**src/design/external_bus_pin_mux_defs.svh**
```systemverilog
// Purpose: constants for the external bus pin multiplexer
// Assumes: 16-bit I/O port data path
// Notes:   the reset value is a plain default
`ifndef EXTERNAL_BUS_PIN_MUX_DEFS_SVH
`define EXTERNAL_BUS_PIN_MUX_DEFS_SVH
`define EBS_ADDR       16'h1C00
`define EBS_WMASK      16'h7F3F
`define EBS_RESET      16'h0000
`define EBS_RSVD_BIT   15
`define PP_MSB         14
`define PP_LSB         12
`define SP1_MSB        11
`define SP1_LSB        10
`define SP0_MSB        9
`define SP0_LSB        8
`define RSVD_HI_BIT    7
`define RSVD_LO_BIT    6
`define ADDR_SEL_MSB   5
`define PP_LCD16       3'h0
`define PP_SPI_UART    3'h1
`define PP_LCD8_GPIO   3'h2
`define PP_LCD8_SPI_S3 3'h3
`define PP_LCD8_S2_UA  3'h4
`define PP_LCD8_SPI_UA 3'h5
`define SP_MMC         2'h0
`define SP_I2S_GPIO    2'h1
`define SP_GPIO        2'h2
`define ADDR_GPIO_BASE 21
`define PP_PINS        21
`define SP_PINS        6
`define ADDR_PINS      6
`endif

```
**src/design/external_bus_pin_mux_pkg.sv**
```systemverilog
// Purpose: types for the external bus pin multiplexer
// Assumes: constants come from the defs header
// Notes:   mode fields are kept as raw codes
package external_bus_pin_mux_pkg;
  typedef logic [2:0]  pp_mode_t;
  typedef logic [1:0]  sp_mode_t;
  typedef logic [15:0] io_word_t;
endpackage

```
**src/design/external_bus_pin_mux.sv**
```systemverilog
// Purpose: routes peripheral signals onto parallel, serial and address pins
// Assumes: one clock; pin inputs are asynchronous and resynchronised
// Notes:   routing is combinational from the selection register
`timescale 1ns/10ps
`include "external_bus_pin_mux_defs.svh"

// Summary of operation
// - selection register sits at I/O port 0x1C00, read and write
// - new routing applies on the cycle after the write
// - address select bit 1 hands that address pin to its GPIO
// - address select bit 0 keeps the pin on the memory address output
// - bit 15 reads zero and ignores writes
// - bits 14:12 choose the parallel port routing
// - code 000 puts all 21 LCD bridge signals on the parallel port
// - code 001 routes SPI, six GPIO, UART and audio port two
// - code 010 routes eight LCD data bits and eight GPIO
// - code 011 routes eight LCD bits, four SPI, audio port three
// - code 100 routes eight LCD bits, audio port two, UART
// - code 101 routes eight LCD bits, four SPI, UART
// - bits 11:10 pick MMC1, audio port one plus GPIO, or GPIO
// - bits 9:8 pick MMC0, audio port zero plus GPIO, or GPIO
// - bits 5..0 steer address bits 20..15 to GPIO 26..21
module external_bus_pin_mux
  import external_bus_pin_mux_pkg::*;
(
  input  wire logic        i_clk,
  input  wire logic        i_rst,
  input  wire logic [15:0] i_io_addr,
  input  wire logic        i_io_wr,
  input  wire logic        i_io_rd,
  input  wire logic [15:0] i_io_wdata,
  output logic      [15:0] o_io_rdata,
  output logic             o_io_rvalid,
  input  wire logic [20:0] i_pp_pin_in,
  output logic      [20:0] o_pp_pin_out,
  output logic      [20:0] o_pp_pin_oe,
  input  wire logic [5:0]  i_sp0_pin_in,
  output logic      [5:0]  o_sp0_pin_out,
  output logic      [5:0]  o_sp0_pin_oe,
  input  wire logic [5:0]  i_sp1_pin_in,
  output logic      [5:0]  o_sp1_pin_out,
  output logic      [5:0]  o_sp1_pin_oe,
  input  wire logic [5:0]  i_addr_pin_in,
  output logic      [5:0]  o_addr_pin_out,
  output logic      [5:0]  o_addr_pin_oe,
  input  wire logic [5:0]  i_ext_mem_addr,
  input  wire logic [20:0] i_lcd_out,
  input  wire logic [20:0] i_lcd_oe,
  output logic      [20:0] o_lcd_in,
  input  wire logic [6:0]  i_spi_out,
  input  wire logic [6:0]  i_spi_oe,
  output logic      [6:0]  o_spi_in,
  input  wire logic [3:0]  i_uart_out,
  input  wire logic [3:0]  i_uart_oe,
  output logic      [3:0]  o_uart_in,
  input  wire logic [3:0]  i_i2s2_out,
  input  wire logic [3:0]  i_i2s2_oe,
  output logic      [3:0]  o_i2s2_in,
  input  wire logic [3:0]  i_i2s3_out,
  input  wire logic [3:0]  i_i2s3_oe,
  output logic      [3:0]  o_i2s3_in,
  input  wire logic [5:0]  i_mmc0_out,
  input  wire logic [5:0]  i_mmc0_oe,
  output logic      [5:0]  o_mmc0_in,
  input  wire logic [5:0]  i_mmc1_out,
  input  wire logic [5:0]  i_mmc1_oe,
  output logic      [5:0]  o_mmc1_in,
  input  wire logic [3:0]  i_i2s0_out,
  input  wire logic [3:0]  i_i2s0_oe,
  output logic      [3:0]  o_i2s0_in,
  input  wire logic [3:0]  i_i2s1_out,
  input  wire logic [3:0]  i_i2s1_oe,
  output logic      [3:0]  o_i2s1_in,
  input  wire logic [31:0] i_gpio_out,
  input  wire logic [31:0] i_gpio_oe,
  output logic      [31:0] o_gpio_in
);

  io_word_t    sel_reg;
  logic [38:0] pin_meta_reg;
  logic [38:0] pin_sync_reg;
  logic [20:0] pp_sync;
  logic [5:0]  sp0_sync;
  logic [5:0]  sp1_sync;
  logic [5:0]  addr_sync;
  pp_mode_t    pp_mode;
  sp_mode_t    sp0_mode;
  sp_mode_t    sp1_mode;
  logic [5:0]  addr_sel;
  logic        sel_hit;

  assign sel_hit  = (i_io_addr == `EBS_ADDR);
  assign pp_mode  = sel_reg[`PP_MSB:`PP_LSB];
  assign sp1_mode = sel_reg[`SP1_MSB:`SP1_LSB];
  assign sp0_mode = sel_reg[`SP0_MSB:`SP0_LSB];
  assign addr_sel = sel_reg[`ADDR_SEL_MSB:0];

  // reserved bits are masked on the way in so they can never read back set
  always_ff @(posedge i_clk or posedge i_rst) begin
    if (i_rst) begin
      sel_reg <= `EBS_RESET;
    end else if (i_io_wr && sel_hit) begin
      sel_reg <= i_io_wdata & `EBS_WMASK;
    end
  end

  always_ff @(posedge i_clk or posedge i_rst) begin
    if (i_rst) begin
      o_io_rdata  <= 16'h0000;
      o_io_rvalid <= 1'b0;
    end else begin
      o_io_rvalid <= i_io_rd && sel_hit;
      o_io_rdata  <= (i_io_rd && sel_hit) ? sel_reg : 16'h0000;
    end
  end

  // pins are asynchronous to the core; the cost is two cycles of input latency
  always_ff @(posedge i_clk or posedge i_rst) begin
    if (i_rst) begin
      pin_meta_reg <= '0;
      pin_sync_reg <= '0;
    end else begin
      pin_meta_reg <= {i_addr_pin_in, i_sp1_pin_in, i_sp0_pin_in, i_pp_pin_in};
      pin_sync_reg <= pin_meta_reg;
    end
  end

  assign pp_sync   = pin_sync_reg[20:0];
  assign sp0_sync  = pin_sync_reg[26:21];
  assign sp1_sync  = pin_sync_reg[32:27];
  assign addr_sync = pin_sync_reg[38:33];

  // a peripheral that is not routed sees zero on its inputs
  always_comb begin
    o_pp_pin_out = '0;
    o_pp_pin_oe  = '0;
    o_lcd_in     = '0;
    o_spi_in     = '0;
    o_uart_in    = '0;
    o_i2s2_in    = '0;
    o_i2s3_in    = '0;
    o_sp0_pin_out = '0;
    o_sp0_pin_oe  = '0;
    o_sp1_pin_out = '0;
    o_sp1_pin_oe  = '0;
    o_mmc0_in    = '0;
    o_mmc1_in    = '0;
    o_i2s0_in    = '0;
    o_i2s1_in    = '0;
    o_gpio_in    = '0;
    case (pp_mode)
      `PP_LCD16: begin
        o_pp_pin_out = i_lcd_out;
        o_pp_pin_oe  = i_lcd_oe;
        o_lcd_in     = pp_sync;
      end
      `PP_SPI_UART: begin
        o_pp_pin_out = {i_i2s2_out, i_uart_out, i_gpio_out[29:27], i_gpio_out[20:18], i_spi_out};
        o_pp_pin_oe  = {i_i2s2_oe, i_uart_oe, i_gpio_oe[29:27], i_gpio_oe[20:18], i_spi_oe};
        o_spi_in     = pp_sync[6:0];
        {o_gpio_in[29:27], o_gpio_in[20:18]} = pp_sync[12:7];
        o_uart_in    = pp_sync[16:13];
        o_i2s2_in    = pp_sync[20:17];
      end
      `PP_LCD8_GPIO: begin
        o_pp_pin_out[15:0] = {i_gpio_out[31:27], i_gpio_out[20:18], i_lcd_out[7:0]};
        o_pp_pin_oe[15:0]  = {i_gpio_oe[31:27], i_gpio_oe[20:18], i_lcd_oe[7:0]};
        o_lcd_in[7:0]      = pp_sync[7:0];
        {o_gpio_in[31:27], o_gpio_in[20:18]} = pp_sync[15:8];
      end
      `PP_LCD8_SPI_S3: begin
        o_pp_pin_out[15:0] = {i_i2s3_out, i_spi_out[3:0], i_lcd_out[7:0]};
        o_pp_pin_oe[15:0]  = {i_i2s3_oe, i_spi_oe[3:0], i_lcd_oe[7:0]};
        o_lcd_in[7:0]      = pp_sync[7:0];
        o_spi_in[3:0]      = pp_sync[11:8];
        o_i2s3_in          = pp_sync[15:12];
      end
      `PP_LCD8_S2_UA: begin
        o_pp_pin_out[15:0] = {i_uart_out, i_i2s2_out, i_lcd_out[7:0]};
        o_pp_pin_oe[15:0]  = {i_uart_oe, i_i2s2_oe, i_lcd_oe[7:0]};
        o_lcd_in[7:0]      = pp_sync[7:0];
        o_i2s2_in          = pp_sync[11:8];
        o_uart_in          = pp_sync[15:12];
      end
      `PP_LCD8_SPI_UA: begin
        o_pp_pin_out[15:0] = {i_uart_out, i_spi_out[3:0], i_lcd_out[7:0]};
        o_pp_pin_oe[15:0]  = {i_uart_oe, i_spi_oe[3:0], i_lcd_oe[7:0]};
        o_lcd_in[7:0]      = pp_sync[7:0];
        o_spi_in[3:0]      = pp_sync[11:8];
        o_uart_in          = pp_sync[15:12];
      end
      default: begin
        o_pp_pin_oe = '0;
      end
    endcase
    case (sp0_mode)
      `SP_MMC: begin
        o_sp0_pin_out = i_mmc0_out;
        o_sp0_pin_oe  = i_mmc0_oe;
        o_mmc0_in     = sp0_sync;
      end
      `SP_I2S_GPIO: begin
        o_sp0_pin_out = {i_gpio_out[5:4], i_i2s0_out};
        o_sp0_pin_oe  = {i_gpio_oe[5:4], i_i2s0_oe};
        o_i2s0_in     = sp0_sync[3:0];
        o_gpio_in[5:4] = sp0_sync[5:4];
      end
      `SP_GPIO: begin
        o_sp0_pin_out = i_gpio_out[5:0];
        o_sp0_pin_oe  = i_gpio_oe[5:0];
        o_gpio_in[5:0] = sp0_sync;
      end
      default: begin
        o_sp0_pin_oe = '0;
      end
    endcase
    case (sp1_mode)
      `SP_MMC: begin
        o_sp1_pin_out = i_mmc1_out;
        o_sp1_pin_oe  = i_mmc1_oe;
        o_mmc1_in     = sp1_sync;
      end
      `SP_I2S_GPIO: begin
        o_sp1_pin_out = {i_gpio_out[11:10], i_i2s1_out};
        o_sp1_pin_oe  = {i_gpio_oe[11:10], i_i2s1_oe};
        o_i2s1_in     = sp1_sync[3:0];
        o_gpio_in[11:10] = sp1_sync[5:4];
      end
      `SP_GPIO: begin
        o_sp1_pin_out = i_gpio_out[11:6];
        o_sp1_pin_oe  = i_gpio_oe[11:6];
        o_gpio_in[11:6] = sp1_sync;
      end
      default: begin
        o_sp1_pin_oe = '0;
      end
    endcase
    for (int i = 0; i < `ADDR_PINS; i++) begin
      if (addr_sel[i]) begin
        o_gpio_in[`ADDR_GPIO_BASE + i] = addr_sync[i];
      end
    end
  end

  // the memory address output is always driven when it owns the pin
  always_comb begin
    for (int i = 0; i < `ADDR_PINS; i++) begin
      o_addr_pin_out[i] = addr_sel[i] ? i_gpio_out[`ADDR_GPIO_BASE + i] : i_ext_mem_addr[i];
      o_addr_pin_oe[i]  = addr_sel[i] ? i_gpio_oe[`ADDR_GPIO_BASE + i] : 1'b1;
    end
  end
endmodule // external_bus_pin_mux

```
**config.mk**
```make
export PLATFORM = sky130hd
export DESIGN_NAME = external_bus_pin_mux
export DESIGN_NICKNAME = d
export VERILOG_FILES = /design/src/design/external_bus_pin_mux_pkg.sv /design/src/design/external_bus_pin_mux.sv
export VERILOG_INCLUDE_DIRS = /design/src /design/src/design
export SDC_FILE = /design/constraint.sdc
export NUM_CORES = 1
export LEC_CHECK = 0
export BUFFER_PORTS_ARGS = -buffer_cell sky130_fd_sc_hd__buf_2
export CORE_AREA = 10 10 169 171
export DETAILED_ROUTE_END_ITERATION = 10
export DIE_AREA = 0 0 179 181
export GPL_ROUTABILITY_DRIVEN = 0
export PLACE_DENSITY_LB_ADDON = 0.3
export SLEW_MARGIN = 20
export SYNTH_ARGS = -nofsm -noshare
export SYNTH_HDL_FRONTEND = slang
export SYNTH_SLANG_ARGS = --single-unit
```
**constraint.sdc**
```tcl
create_clock -name i_clk -period 4.2 [get_ports i_clk]
set_input_delay 1.26 -clock i_clk [delete_from_list [all_inputs] [get_ports i_clk]]
set_output_delay 1.26 -clock i_clk [all_outputs]
set_load 0.03 [all_outputs]
```
Word-level counts from Yosys, hierarchy flattened
Cells that the tools add are included.
- logic and storage cells: 70
- input port bits: 265
- output and inout port bits: 187
- register bits after elaboration: 107
- reduce and logical (&&, ||, !) cells: 10
- equality and inequality tests: 10
- multiplexer cells: 45
- operator list (kind ; number):
    16-bit case mux with 6 select lines ; 2
    6-bit case mux with 3 select lines ; 4
    4-bit case mux with 2 select lines ; 3
    4-bit 2-to-1 mux ; 5
    5-bit case mux with 2 select lines ; 2
    1-bit 2-to-1 mux ; 18
    16-bit by 13-bit equality test with 1-bit output (second input constant) ; 1
    15-bit 2-to-1 mux ; 1
    13-bit 2-to-1 mux ; 1
    6-bit 2-to-1 mux ; 2
    3-bit case mux with 2 select lines ; 2
    8-bit 2-to-1 mux ; 1
    2-bit OR reduction ; 4
    3-bit by 2-bit equality test with 1-bit output (second input constant) ; 2
    3-bit equality test (second input constant) ; 2
    2-bit 2-to-1 mux ; 3
    5-bit OR reduction ; 1
    2-bit by 1-bit equality test with 1-bit output (second input constant) ; 2
    2-bit equality test (second input constant) ; 2
    2-bit logical NOT ; 2
    3-bit by 1-bit equality test with 1-bit output (second input constant) ; 1
    3-bit logical NOT ; 1
    3-bit 2-to-1 mux ; 1
    1-bit logical AND ; 2

Depth between registers and ports, before layout
Gate-level depths: netlist of run 1.
- word-level depth: 3
- mapped depth: 7

Worst setup path before layout of run 1
OpenSTA, ideal clock, no wires.
- path kind: input -> output
- start point: input port i_i2s2_oe[2]
- end point: output port o_pp_pin_oe[10]
- buffers on the path: 0
- arrival time: 2068 ps
- stages on the path: 4
- required time: 2940 ps
- setup slack: 872 ps
- cells stage by stage: mux2_2 -> nand2_1 -> a21o_1 -> a21oi_1
- word-level cells in the longest chain between the ends: 1
- RTL lines (element ; RTL line ; source):
    start: declaration ; external_bus_pin_mux.sv:57 ; input wire logic [3:0] i_i2s2_oe,
    16-bit case mux with 6 select lines ; external_bus_pin_mux.sv:151 ; case (pp_mode)
    end: declaration ; external_bus_pin_mux.sv:36 ; output logic [20:0] o_pp_pin_oe,
Every way passes these cells.

Worst setup path in the final report of run 1
- start point: register sel_reg[13]
- end point: output port o_pp_pin_oe[10]
- word-level cells in the longest chain between the ends: 2
- elaborated cells on any way between the ends: 7
- those cells by class: eq/ne: 5; mux: 1; reduce/logical: 1
- RTL lines (element ; RTL line ; source):
    start: declaration ; external_bus_pin_mux.sv:79 ; io_word_t sel_reg;
    start signal: assignment ; external_bus_pin_mux.sv:101 ; sel_reg <= `EBS_RESET;
    start signal: assignment ; external_bus_pin_mux.sv:103 ; sel_reg <= i_io_wdata & `EBS_WMASK;
    3-bit equality test (tied with other cells) ; external_bus_pin_mux.sv:151 ;
    16-bit case mux with 6 select lines * ; external_bus_pin_mux.sv:151 ;
Mark *: on every way between the ends. The rest lies on a longest branch, timed or not.

==> flow_summary.rst, run 1 <==
.. list-table::
   :header-rows: 1

   * - Metric
     - Value
   * - Status
     - completed
   * - Final design area excluding fillers
     - 0.008194 mm^2
   * - Classification of the worst-slack hold path
     - reg -> reg
   * - Wire length of the first global-routing pass
     - 36.46 mm
   * - Total global-route track usage
     - 0.1463
   * - Clock sink count
     - 105
   * - Final HPWL from detailed placement
     - 20.72 mm
   * - Yosys synthesis warning count
     - 0
   * - Overall die area
     - 0.03240 mm^2
   * - Die Wd
     - 179 um
   * - Summed instance area of the synthesized netlist
     - 0.005411 mm^2
   * - Clock latency reported for the late side of the worst-skew pair
     - 350 ps
   * - Number of hold-repair buffers added at the cts stage
     - 0
   * - CTS buffer count
     - 9
   * - Clock root cell
     - clkbuf_16
   * - Largest net degree at the start of global routing
     - 83
   * - CTS H-tree lvls
     - 3
   * - Post-detailed-placement cell area
     - 0.007881 mm^2
   * - Overall via count from detail_route
     - 5,718
   * - Post_cts resized
     - 0
   * - Net count, final
     - 1,211
   * - Switching Power
     - 654.8 uW
   * - Switching part of the total
     - 0.2810
   * - Origin of the critical flop-to-flop path
     - sel_reg[13]
   * - Relative contribution of combinational cells to total power
     - 0.172
   * - 1st-iter DRT viols
     - 440
   * - Arr. time, crit path
     - 2580 ps
   * - Internal
     - 1676 uW
   * - Clock tree from TritonCTS
     - yes
   * - Core area
     - 0.02504 mm^2
   * - Min-Delay Startpoint
     - pin_meta_reg[9]
   * - Wire per inst
     - 19.88 um
   * - Start point of the critical path
     - sel_reg[13]
   * - Total of flip-flops plus latches after synthesis
     - 105
   * - RSZ-0062 raised after global routing
     - no
   * - Number of nets with antenna violations after routing
     - 0
   * - Number of max-capacitance violations reported
     - 0
   * - Number of setup violations in the final report
     - 0
   * - Share of final-layout standard cells stronger than drive strength 1
     - 0.5240
   * - Achievable Freq
     - 260.6 MHz
   * - Sum of negative setup slack
     - 0 ps
   * - Die boundary height
     - 181 um
   * - Shortest period the worst path allows
     - 3838 ps
   * - Vias in the first global route
     - 5,856
   * - Post-route clock period utilization
     - 0.9137
   * - Element type at the critical path end
     - primary output
   * - Ratio of total power to cell area
     - 284.4 mW/mm^2
   * - Portion of the post-synthesis area used by sequential elements
     - 0.4855
   * - IO Port Bufs
     - 427
   * - Io pins
     - 452
   * - Gate count after technology mapping
     - 521
   * - Slew HR
     - 0.4724
   * - Final hold violation count
     - 0
   * - Class of the most critical setup path
     - reg -> out
   * - Maximum ir drop on the vdd rail
     - 0.1533 mV
   * - Post-layout worst setup margin
     - 362.3 ps
   * - Setup Slack @ Placement
     - 617.9 ps
   * - Part of the total power dissipated in the clock network
     - 0.370
   * - Number of post-CTS setup repair buffers
     - 0
   * - Post-CTS clock slew at the launch and capture registers of the worst setup and hold paths
     - 70 ps
   * - Number of placement rows
     - 58
   * - Routed wire length
     - 25.31 mm
   * - Sequential Power Share
     - 0.458
   * - Total global routing overflow
     - 0
   * - Kind of start point of the critical path
     - flop
   * - Worst Max-Slew Pin Slew
     - 791.4 ps
   * - Top fanout value on the critical path
     - 12
   * - Average footprint of a synthesized cell
     - 10.39 um^2
   * - Setup Skew
     - 6.533 ps
   * - Initial core utilization
     - 0.2161
   * - Number of iterations in the first detailed-routing pass
     - 8
   * - DRC
     - 0
   * - Number of library cell types mapped by synthesis
     - 38
   * - LEAKAGE
     - 0.004416 uW
   * - Worst endpoint required time
     - 2940 ps
   * - Area Growth Syn to Fin
     - 51.42%
   * - Detail-routed via count per cell
     - 4.492
   * - Pins Over Slew Limit
     - 0
   * - CTS max path bufs
     - 2
   * - Antenna violations before repair
     - 6
[cell usage in the layout, fill, tap and decap left out, types with 2 or more instances in the layout]
cell,n
nor3_1,6
clkbuf_16,9
mux2_4,10
a22oi_1,44
diode_2,4
a222oi_1,24
inv_1,7
buf_2,427
nand3_1,8
mux2i_1,8
inv_6,4
buf_4,13
and3_1,6
nor4_2,2
and3b_1,2
dfrtp_1,105
buf_12,2
ha_1,11
nor2_1,53
mux2_2,17
conb_1,9
nand2_1,24
nor2b_1,21
nand2b_1,6
and2_1,61
a22o_1,8
a21o_1,8
a21oi_1,16
o21ai_0,16
[power by group through the flow]
stage / sequential [uW] / clock (uW) / combinational [uW]
floorplan: 1080 / 0 / 207
global placement: 1090 / 0 / 399
detailed placement: 1090 / 0 / 402
CTS: 1070 / 897 / 404
global route: 1070 / 936 / 432
finish: 1070 / 863 / 401
[metal layers]
layer,part of all wire,track usage,vias to the layer above
met3,0.10,0.04796,32
li1,-,-,2659
met4,0.021,0.04333,4
met2,0.50,0.2500,300
met5,0.00083,0,-
met1,0.38,0.1689,2723
[per-stage QoR]
stage | util | hold slack (ps) | cells | power [uW]
2_1_floorplan | - | 331.2 | 529 | 1285
3_3_place_gp | 0.3148 | 331.5 | 1254 | 1485
3_5_place_dp | 0.3148 | 334.7 | 1254 | 1489
4_1_cts | 0.3268 | 348.9 | 1269 | 2368
5_1_grt | 0.3272 | 352.7 | 1272 | 2440
6_report | 0.3273 | 348.2 | 1273 | 2331
[cell type report]
| cell class | count | area (um^2) |
|---|---|---|
| Clock buffer | 9 | 225.2 |
| Inverter | 8 | 35.03 |
| Sequential cell | 105 | 2628 |
| Antenna cell | 4 | 10.01 |
| Tap cell | 330 | 412.9 |
| Fill cell | 2660 | 16840 |
| Timing Repair Buffer | 442 | 2275 |
| Multi-Input combinational cell | 369 | 2534 |
| Clock inverter | 6 | 75.07 |
[critical path: stages, from the launching register on]
cell,delay [ps]
dfrtp_1,590
buf_4,280
nor2b_1,110
buf_4,170
o21a_1,520
a22oi_1,140
a21oi_1,190
buf_2,220
[Yosys cell counts]
library cell	number	share of area
nand3_1	8	0.0074
a22oi_1	44	0.061
nor3b_1	1	0.0014
and2_1	61	0.071
mux2_2	17	0.035
buf_1	3	0.0021
mux2i_1	8	0.015
nor4bb_1	1	0.0018
inv_1	8	0.0055
and2b_1	1	0.0014
a21oi_1	16	0.015
o21a_1	1	0.0014
nand4_1	1	0.0012
dfrtp_1	105	0.49
buf_12	1	0.0037
nor2_2	1	0.0012
a22o_1	8	0.013
mux2_4	10	0.028
buf_6	1	0.0021
nand2b_1	6	0.0069
a21oi_2	1	0.0016
and3_1	6	0.0069
a222oi_1	24	0.044
and3b_1	2	0.0032
nor4b_2	1	0.0028
nor2_1	53	0.037
conb_1	1	0.00069
nor3_2	1	0.0018
buf_4	12	0.017
o21ai_0	16	0.015
nor2b_1	21	0.024
clkbuf_1	17	0.012
buf_2	13	0.012
nor4_2	2	0.0046
a21o_1	8	0.011
nand2_1	24	0.017
nor3_1	6	0.0055
ha_1	11	0.025
[cell families after synthesis]
family                   after synthesis  synth area share
AO/OA/AOI/OAI                        118            0.1621
multiplexers                          35           0.07792
adder cells (fa/ha/maj)               11           0.02543
flip-flops                           105            0.4855
AND/OR/NAND/NOR                      196            0.1945
buffers and inverters                 55           0.05387
other                                  1         0.0006930
[worst paths after layout]
| path | end | slack, ps | cells after the start |
|---|---|---|---|
| max | o_pp_pin_oe[10] | 360 | 7 |
| min | pin_sync_reg[9] | 350 | 0 |
| max reg2reg | o_io_rdata[13] | 2860 | 3 |
| min reg2reg | pin_sync_reg[9] | 350 | 0 |
| max in group asynchronous | pin_sync_reg[10] | 2460 | 3 |
| min in group asynchronous | pin_sync_reg[29] | 1040 | 2 |
Power figures use the tool's default switching activity.
==> inputs of run 2 (changes only) <==
Settings changed: ABC_AREA from default to 1, CORE_AREA 10 10 169 171 to 10 10 168 170, DIE_AREA 0 0 179 181 to 0 0 178 180.
==> run 2 against run 1 <==
Compared with the run above:
- global-route usage increased by 1.1 points
- critical path type unchanged
- flip-flop and latch count unchanged
- clock power decreased by 2%
- clock skew increased by 10 ps
- count of clock-buffer cells in the layout unchanged
==> flow_summary.rst, run 2 <==
.. list-table::
   :header-rows: 1

   * - Metric
     - Value
   * - Die boundary height
     - 180 um (-0.55%)
   * - 1st-iter DRT viols
     - 382 (-13%)
   * - Clock tree from TritonCTS
     - yes
   * - Final HPWL from detailed placement
     - 21.89 mm (+5.6%)
   * - Shortest period the worst path allows
     - 3629 ps (-208.9 ps)
   * - Top fanout value on the critical path
     - 16 (+4)
   * - Wire per inst
     - 17.00 um (-14%)
   * - Sequential Power Share
     - 0.458 (about the same)
   * - Critical path's largest stage delay
     - 630 ps (+40 ps)
   * - Vias in the first global route
     - 6,745 (+15%)
   * - Post-Route Hold Slack
     - 330.6 ps (-17.59 ps)
   * - Commonest cells after routing, fill and taps aside
     - buf_2 (427), nand2_1 (300), inv_1 (110)
   * - Wire length of the first global-routing pass
     - 39.63 mm (+8.7%)
   * - Gate count after technology mapping
     - 824 (+58%)
   * - Async S/R FF share, synth
     - 1.000 (unchanged)
   * - Top flip-flop cell by instance count after synthesis
     - dfrtp_1
   * - Maximum ir drop on the vdd rail
     - 0.1608 mV (+4.9%)
   * - Area Growth Syn to Fin
     - 47.49%
   * - Clock root cell
     - clkbuf_16
   * - DRC
     - 0 (unchanged)
   * - Number of hold-repair buffers added at the cts stage
     - 0 (unchanged)
   * - Core area
     - 0.02489 mm^2 (-0.58%)
   * - Share of final-layout standard cells stronger than drive strength 1
     - 0.3831 (-0.1409)
   * - Portion of the post-synthesis area used by sequential elements
     - 0.4527 (-0.03287)
   * - Worst endpoint required time
     - 2940 ps (about the same)
   * - LEAKAGE
     - 0.005252 uW (+19%)
   * - Element type at the critical path end
     - primary output
   * - Kind of start point of the critical path
     - flop
   * - Filler cell count in the final layout
     - 2,754 (+3.5%)
   * - Fraction of synthesized cell area taken by the top area cell type
     - 0.4527 (-0.03287)
   * - Total of flip-flops plus latches after synthesis
     - 105 (unchanged)
   * - Class of the most critical setup path
     - reg -> out
   * - Overall via count from detail_route
     - 6,814 (+19%)
   * - Classification of the worst-slack hold path
     - reg -> reg
   * - Post-layout worst setup margin
     - 571.3 ps (+208.9 ps)
   * - Master of the slowest instance on the critical path
     - dfrtp_1
   * - Sum of negative setup slack
     - 0 ps (unchanged)
   * - Io pins
     - 452 (unchanged)
   * - Total global routing overflow
     - 0 (unchanged)
   * - Post_cts resized
     - 0 (unchanged)
   * - Number of post-CTS setup repair buffers
     - 0 (unchanged)
   * - Slew HR
     - 0.4419 (-0.03056)
   * - Average footprint of a synthesized cell
     - 7.044 um^2 (-32%)
   * - Yosys synthesis warning count
     - 0 (unchanged)
   * - Most frequent cell after synthesis
     - nand2_1
   * - Relative contribution of combinational cells to total power
     - 0.176 (+0.004)
   * - Net count, final
     - 1,511 (+25%)
   * - Switching Power
     - 692.7 uW (+5.8%)
   * - Cell type with the highest aggregate area in the netlist
     - dfrtp_1
   * - Setup Skew
     - 16.68 ps (+10.14 ps)
   * - Post-route clock period utilization
     - 0.8640 (-0.04975)
   * - Pins Over Slew Limit
     - 0 (unchanged)
   * - Detail-routed via count per cell
     - 4.337 (-3.4%)
   * - Largest cells by area after synthesis
     - dfrtp_1 (45%), nand2_1 (19%), inv_1 (7.2%)
   * - Number of iterations in the first detailed-routing pass
     - 5 (-3)
   * - Arr. time, crit path
     - 2370 ps (-210 ps)
   * - Summed instance area of the synthesized netlist
     - 0.005804 mm^2 (+7.3%)
   * - Worst Max-Slew Pin Slew
     - 834.9 ps (+43.50 ps)
   * - Internal
     - 1624 uW (-3.1%)
   * - Routed wire length
     - 26.71 mm (+5.5%)
   * - Status
     - completed
   * - Die Wd
     - 178 um (-0.56%)
   * - Ratio of total power to cell area
     - 270.6 mW/mm^2 (-4.9%)
   * - Total global-route track usage
     - 0.1570 (+0.01073)
   * - Setup Slack @ Placement
     - 671.8 ps (+53.84 ps)
   * - CTS H-tree lvls
     - 3 (unchanged)
   * - Commonest cells in the synthesized netlist
     - nand2_1 (300), inv_1 (111), dfrtp_1 (105), nor2_1 (77), nand3_1 (53)
   * - Post-CTS clock slew at the launch and capture registers of the worst setup and hold paths
     - 80 ps (about the same)
   * - Initial core utilization
     - 0.2332 (+0.01704)
   * - Achievable Freq
     - 275.6 MHz (+5.8%)
   * - Clock sink count
     - 105 (unchanged)
   * - Number of library cell types mapped by synthesis
     - 20 (-47%)
   * - Number of enable flip-flop cells after synthesis
     - 0 (unchanged)
   * - Part of the total power dissipated in the clock network
     - 0.366 (-0.004)
   * - Clock latency reported for the late side of the worst-skew pair
     - 350 ps (about the same)
   * - IO Port Bufs
     - 427 (unchanged)
   * - Largest net degree at the start of global routing
     - 56 (-33%)
   * - Number of max-capacitance violations reported
     - 0 (unchanged)
   * - Antenna violations before repair
     - 2 (-4)
   * - RSZ-0062 raised after global routing
     - no
   * - List of cells traversed by the critical path
     - inv_2, nor2_4, nor2_1, nand2_2, nand2_1, a21oi_1, buf_2
   * - Number of nets with antenna violations after routing
     - 0 (unchanged)
   * - Number of setup violations in the final report
     - 0 (unchanged)
   * - Number of placement rows
     - 58 (unchanged)
   * - CTS max path bufs
     - 2 (unchanged)
   * - Commonest non-fill, non-tap cell in the layout
     - buf_2
   * - Final hold violation count
     - 0 (unchanged)
   * - CTS buffer count
     - 9 (unchanged)
   * - Switching part of the total
     - 0.2990 (+0.01802)
   * - Overall die area
     - 0.03204 mm^2 (-1.1%)
[run 2: worst max-delay path: cells and delay by family (launching register included)]
kind	cells	cell delay (ps)
buf+inv	2	400
simple gates	4	710
compound gates	1	270
flops	1	630
[run 2: logic make-up after synthesis]
kind of cell / after synthesis / share of synthesized area
buffers and inverters: 166 / 0.1196
other: 1 / 0.0006461
adder cells (fa/ha/maj): 11 / 0.02371
AND/OR/NAND/NOR: 480 / 0.3468
AO/OA/AOI/OAI: 61 / 0.05648
flip-flops: 105 / 0.4527
[run 2: final timing paths]
kind / slack (ps) / to / start / cells past startpoint
min: 330 / pin_sync_reg[23] / pin_meta_reg[23] / 0
max reg2reg: 3110 / o_io_rdata[12] / sel_reg[12] / 3
min reg2reg: 330 / pin_sync_reg[23] / pin_meta_reg[23] / 0
max: 570 / o_pp_pin_out[5] / sel_reg[14] / 7
max in group asynchronous: 2450 / pin_meta_reg[23] / i_rst / 3
min in group asynchronous: 1000 / o_io_rdata[1] / i_rst / 2
[run 2: layout make-up]
| cell class | instances | area, um^2 | share of cell area |
|---|---|---|---|
| flip-flops and latches | 105 | 2628 | 0.3069 |
| multi-input cells | 561 | 2512 | 0.2935 |
| repair buffers | 442 | 2262 | 0.2643 |
| inverters | 116 | 437.9 | 0.05115 |
| well taps | 330 | 412.9 | 0.04823 |
| clock buffers | 9 | 225.2 | 0.02631 |
| clock inverters | 7 | 80.08 | 0.009354 |
| diodes | 1 | 2.502 | 0.0002923 |
[run 2: metal layers]
metal / wire [um] / global-route usage
met5: 0 / 0
met4: 539 / 0.05170
met3: 2312 / 0.03940
met2: 13460 / 0.2740
met1: 10400 / 0.1821
[run 2: power groups by stage]
stage / Clock, uW / Combinational (uW) / Sequential [uW]
after floorplan: 0 / 213 / 1080
after global placement: 0 / 407 / 1080
after detailed placement: 0 / 410 / 1080
after CTS: 889 / 412 / 1060
after global routing: 923 / 444 / 1060
final: 849 / 408 / 1060
[run 2: stage by stage]
stage / power [uW] / instance area [um^2] / instances / utilization
after CTS: 2362 / 8558 / 1570 / 0.3438
after detailed placement: 1491 / 8253 / 1554 / 0.3316
after floorplan: 1289 / 5834 / 832 / -
after global routing: 2432 / 8561 / 1571 / 0.3439
after global placement: 1486 / 8253 / 1554 / 0.3316
final: 2317 / 8561 / 1571 / 0.3439
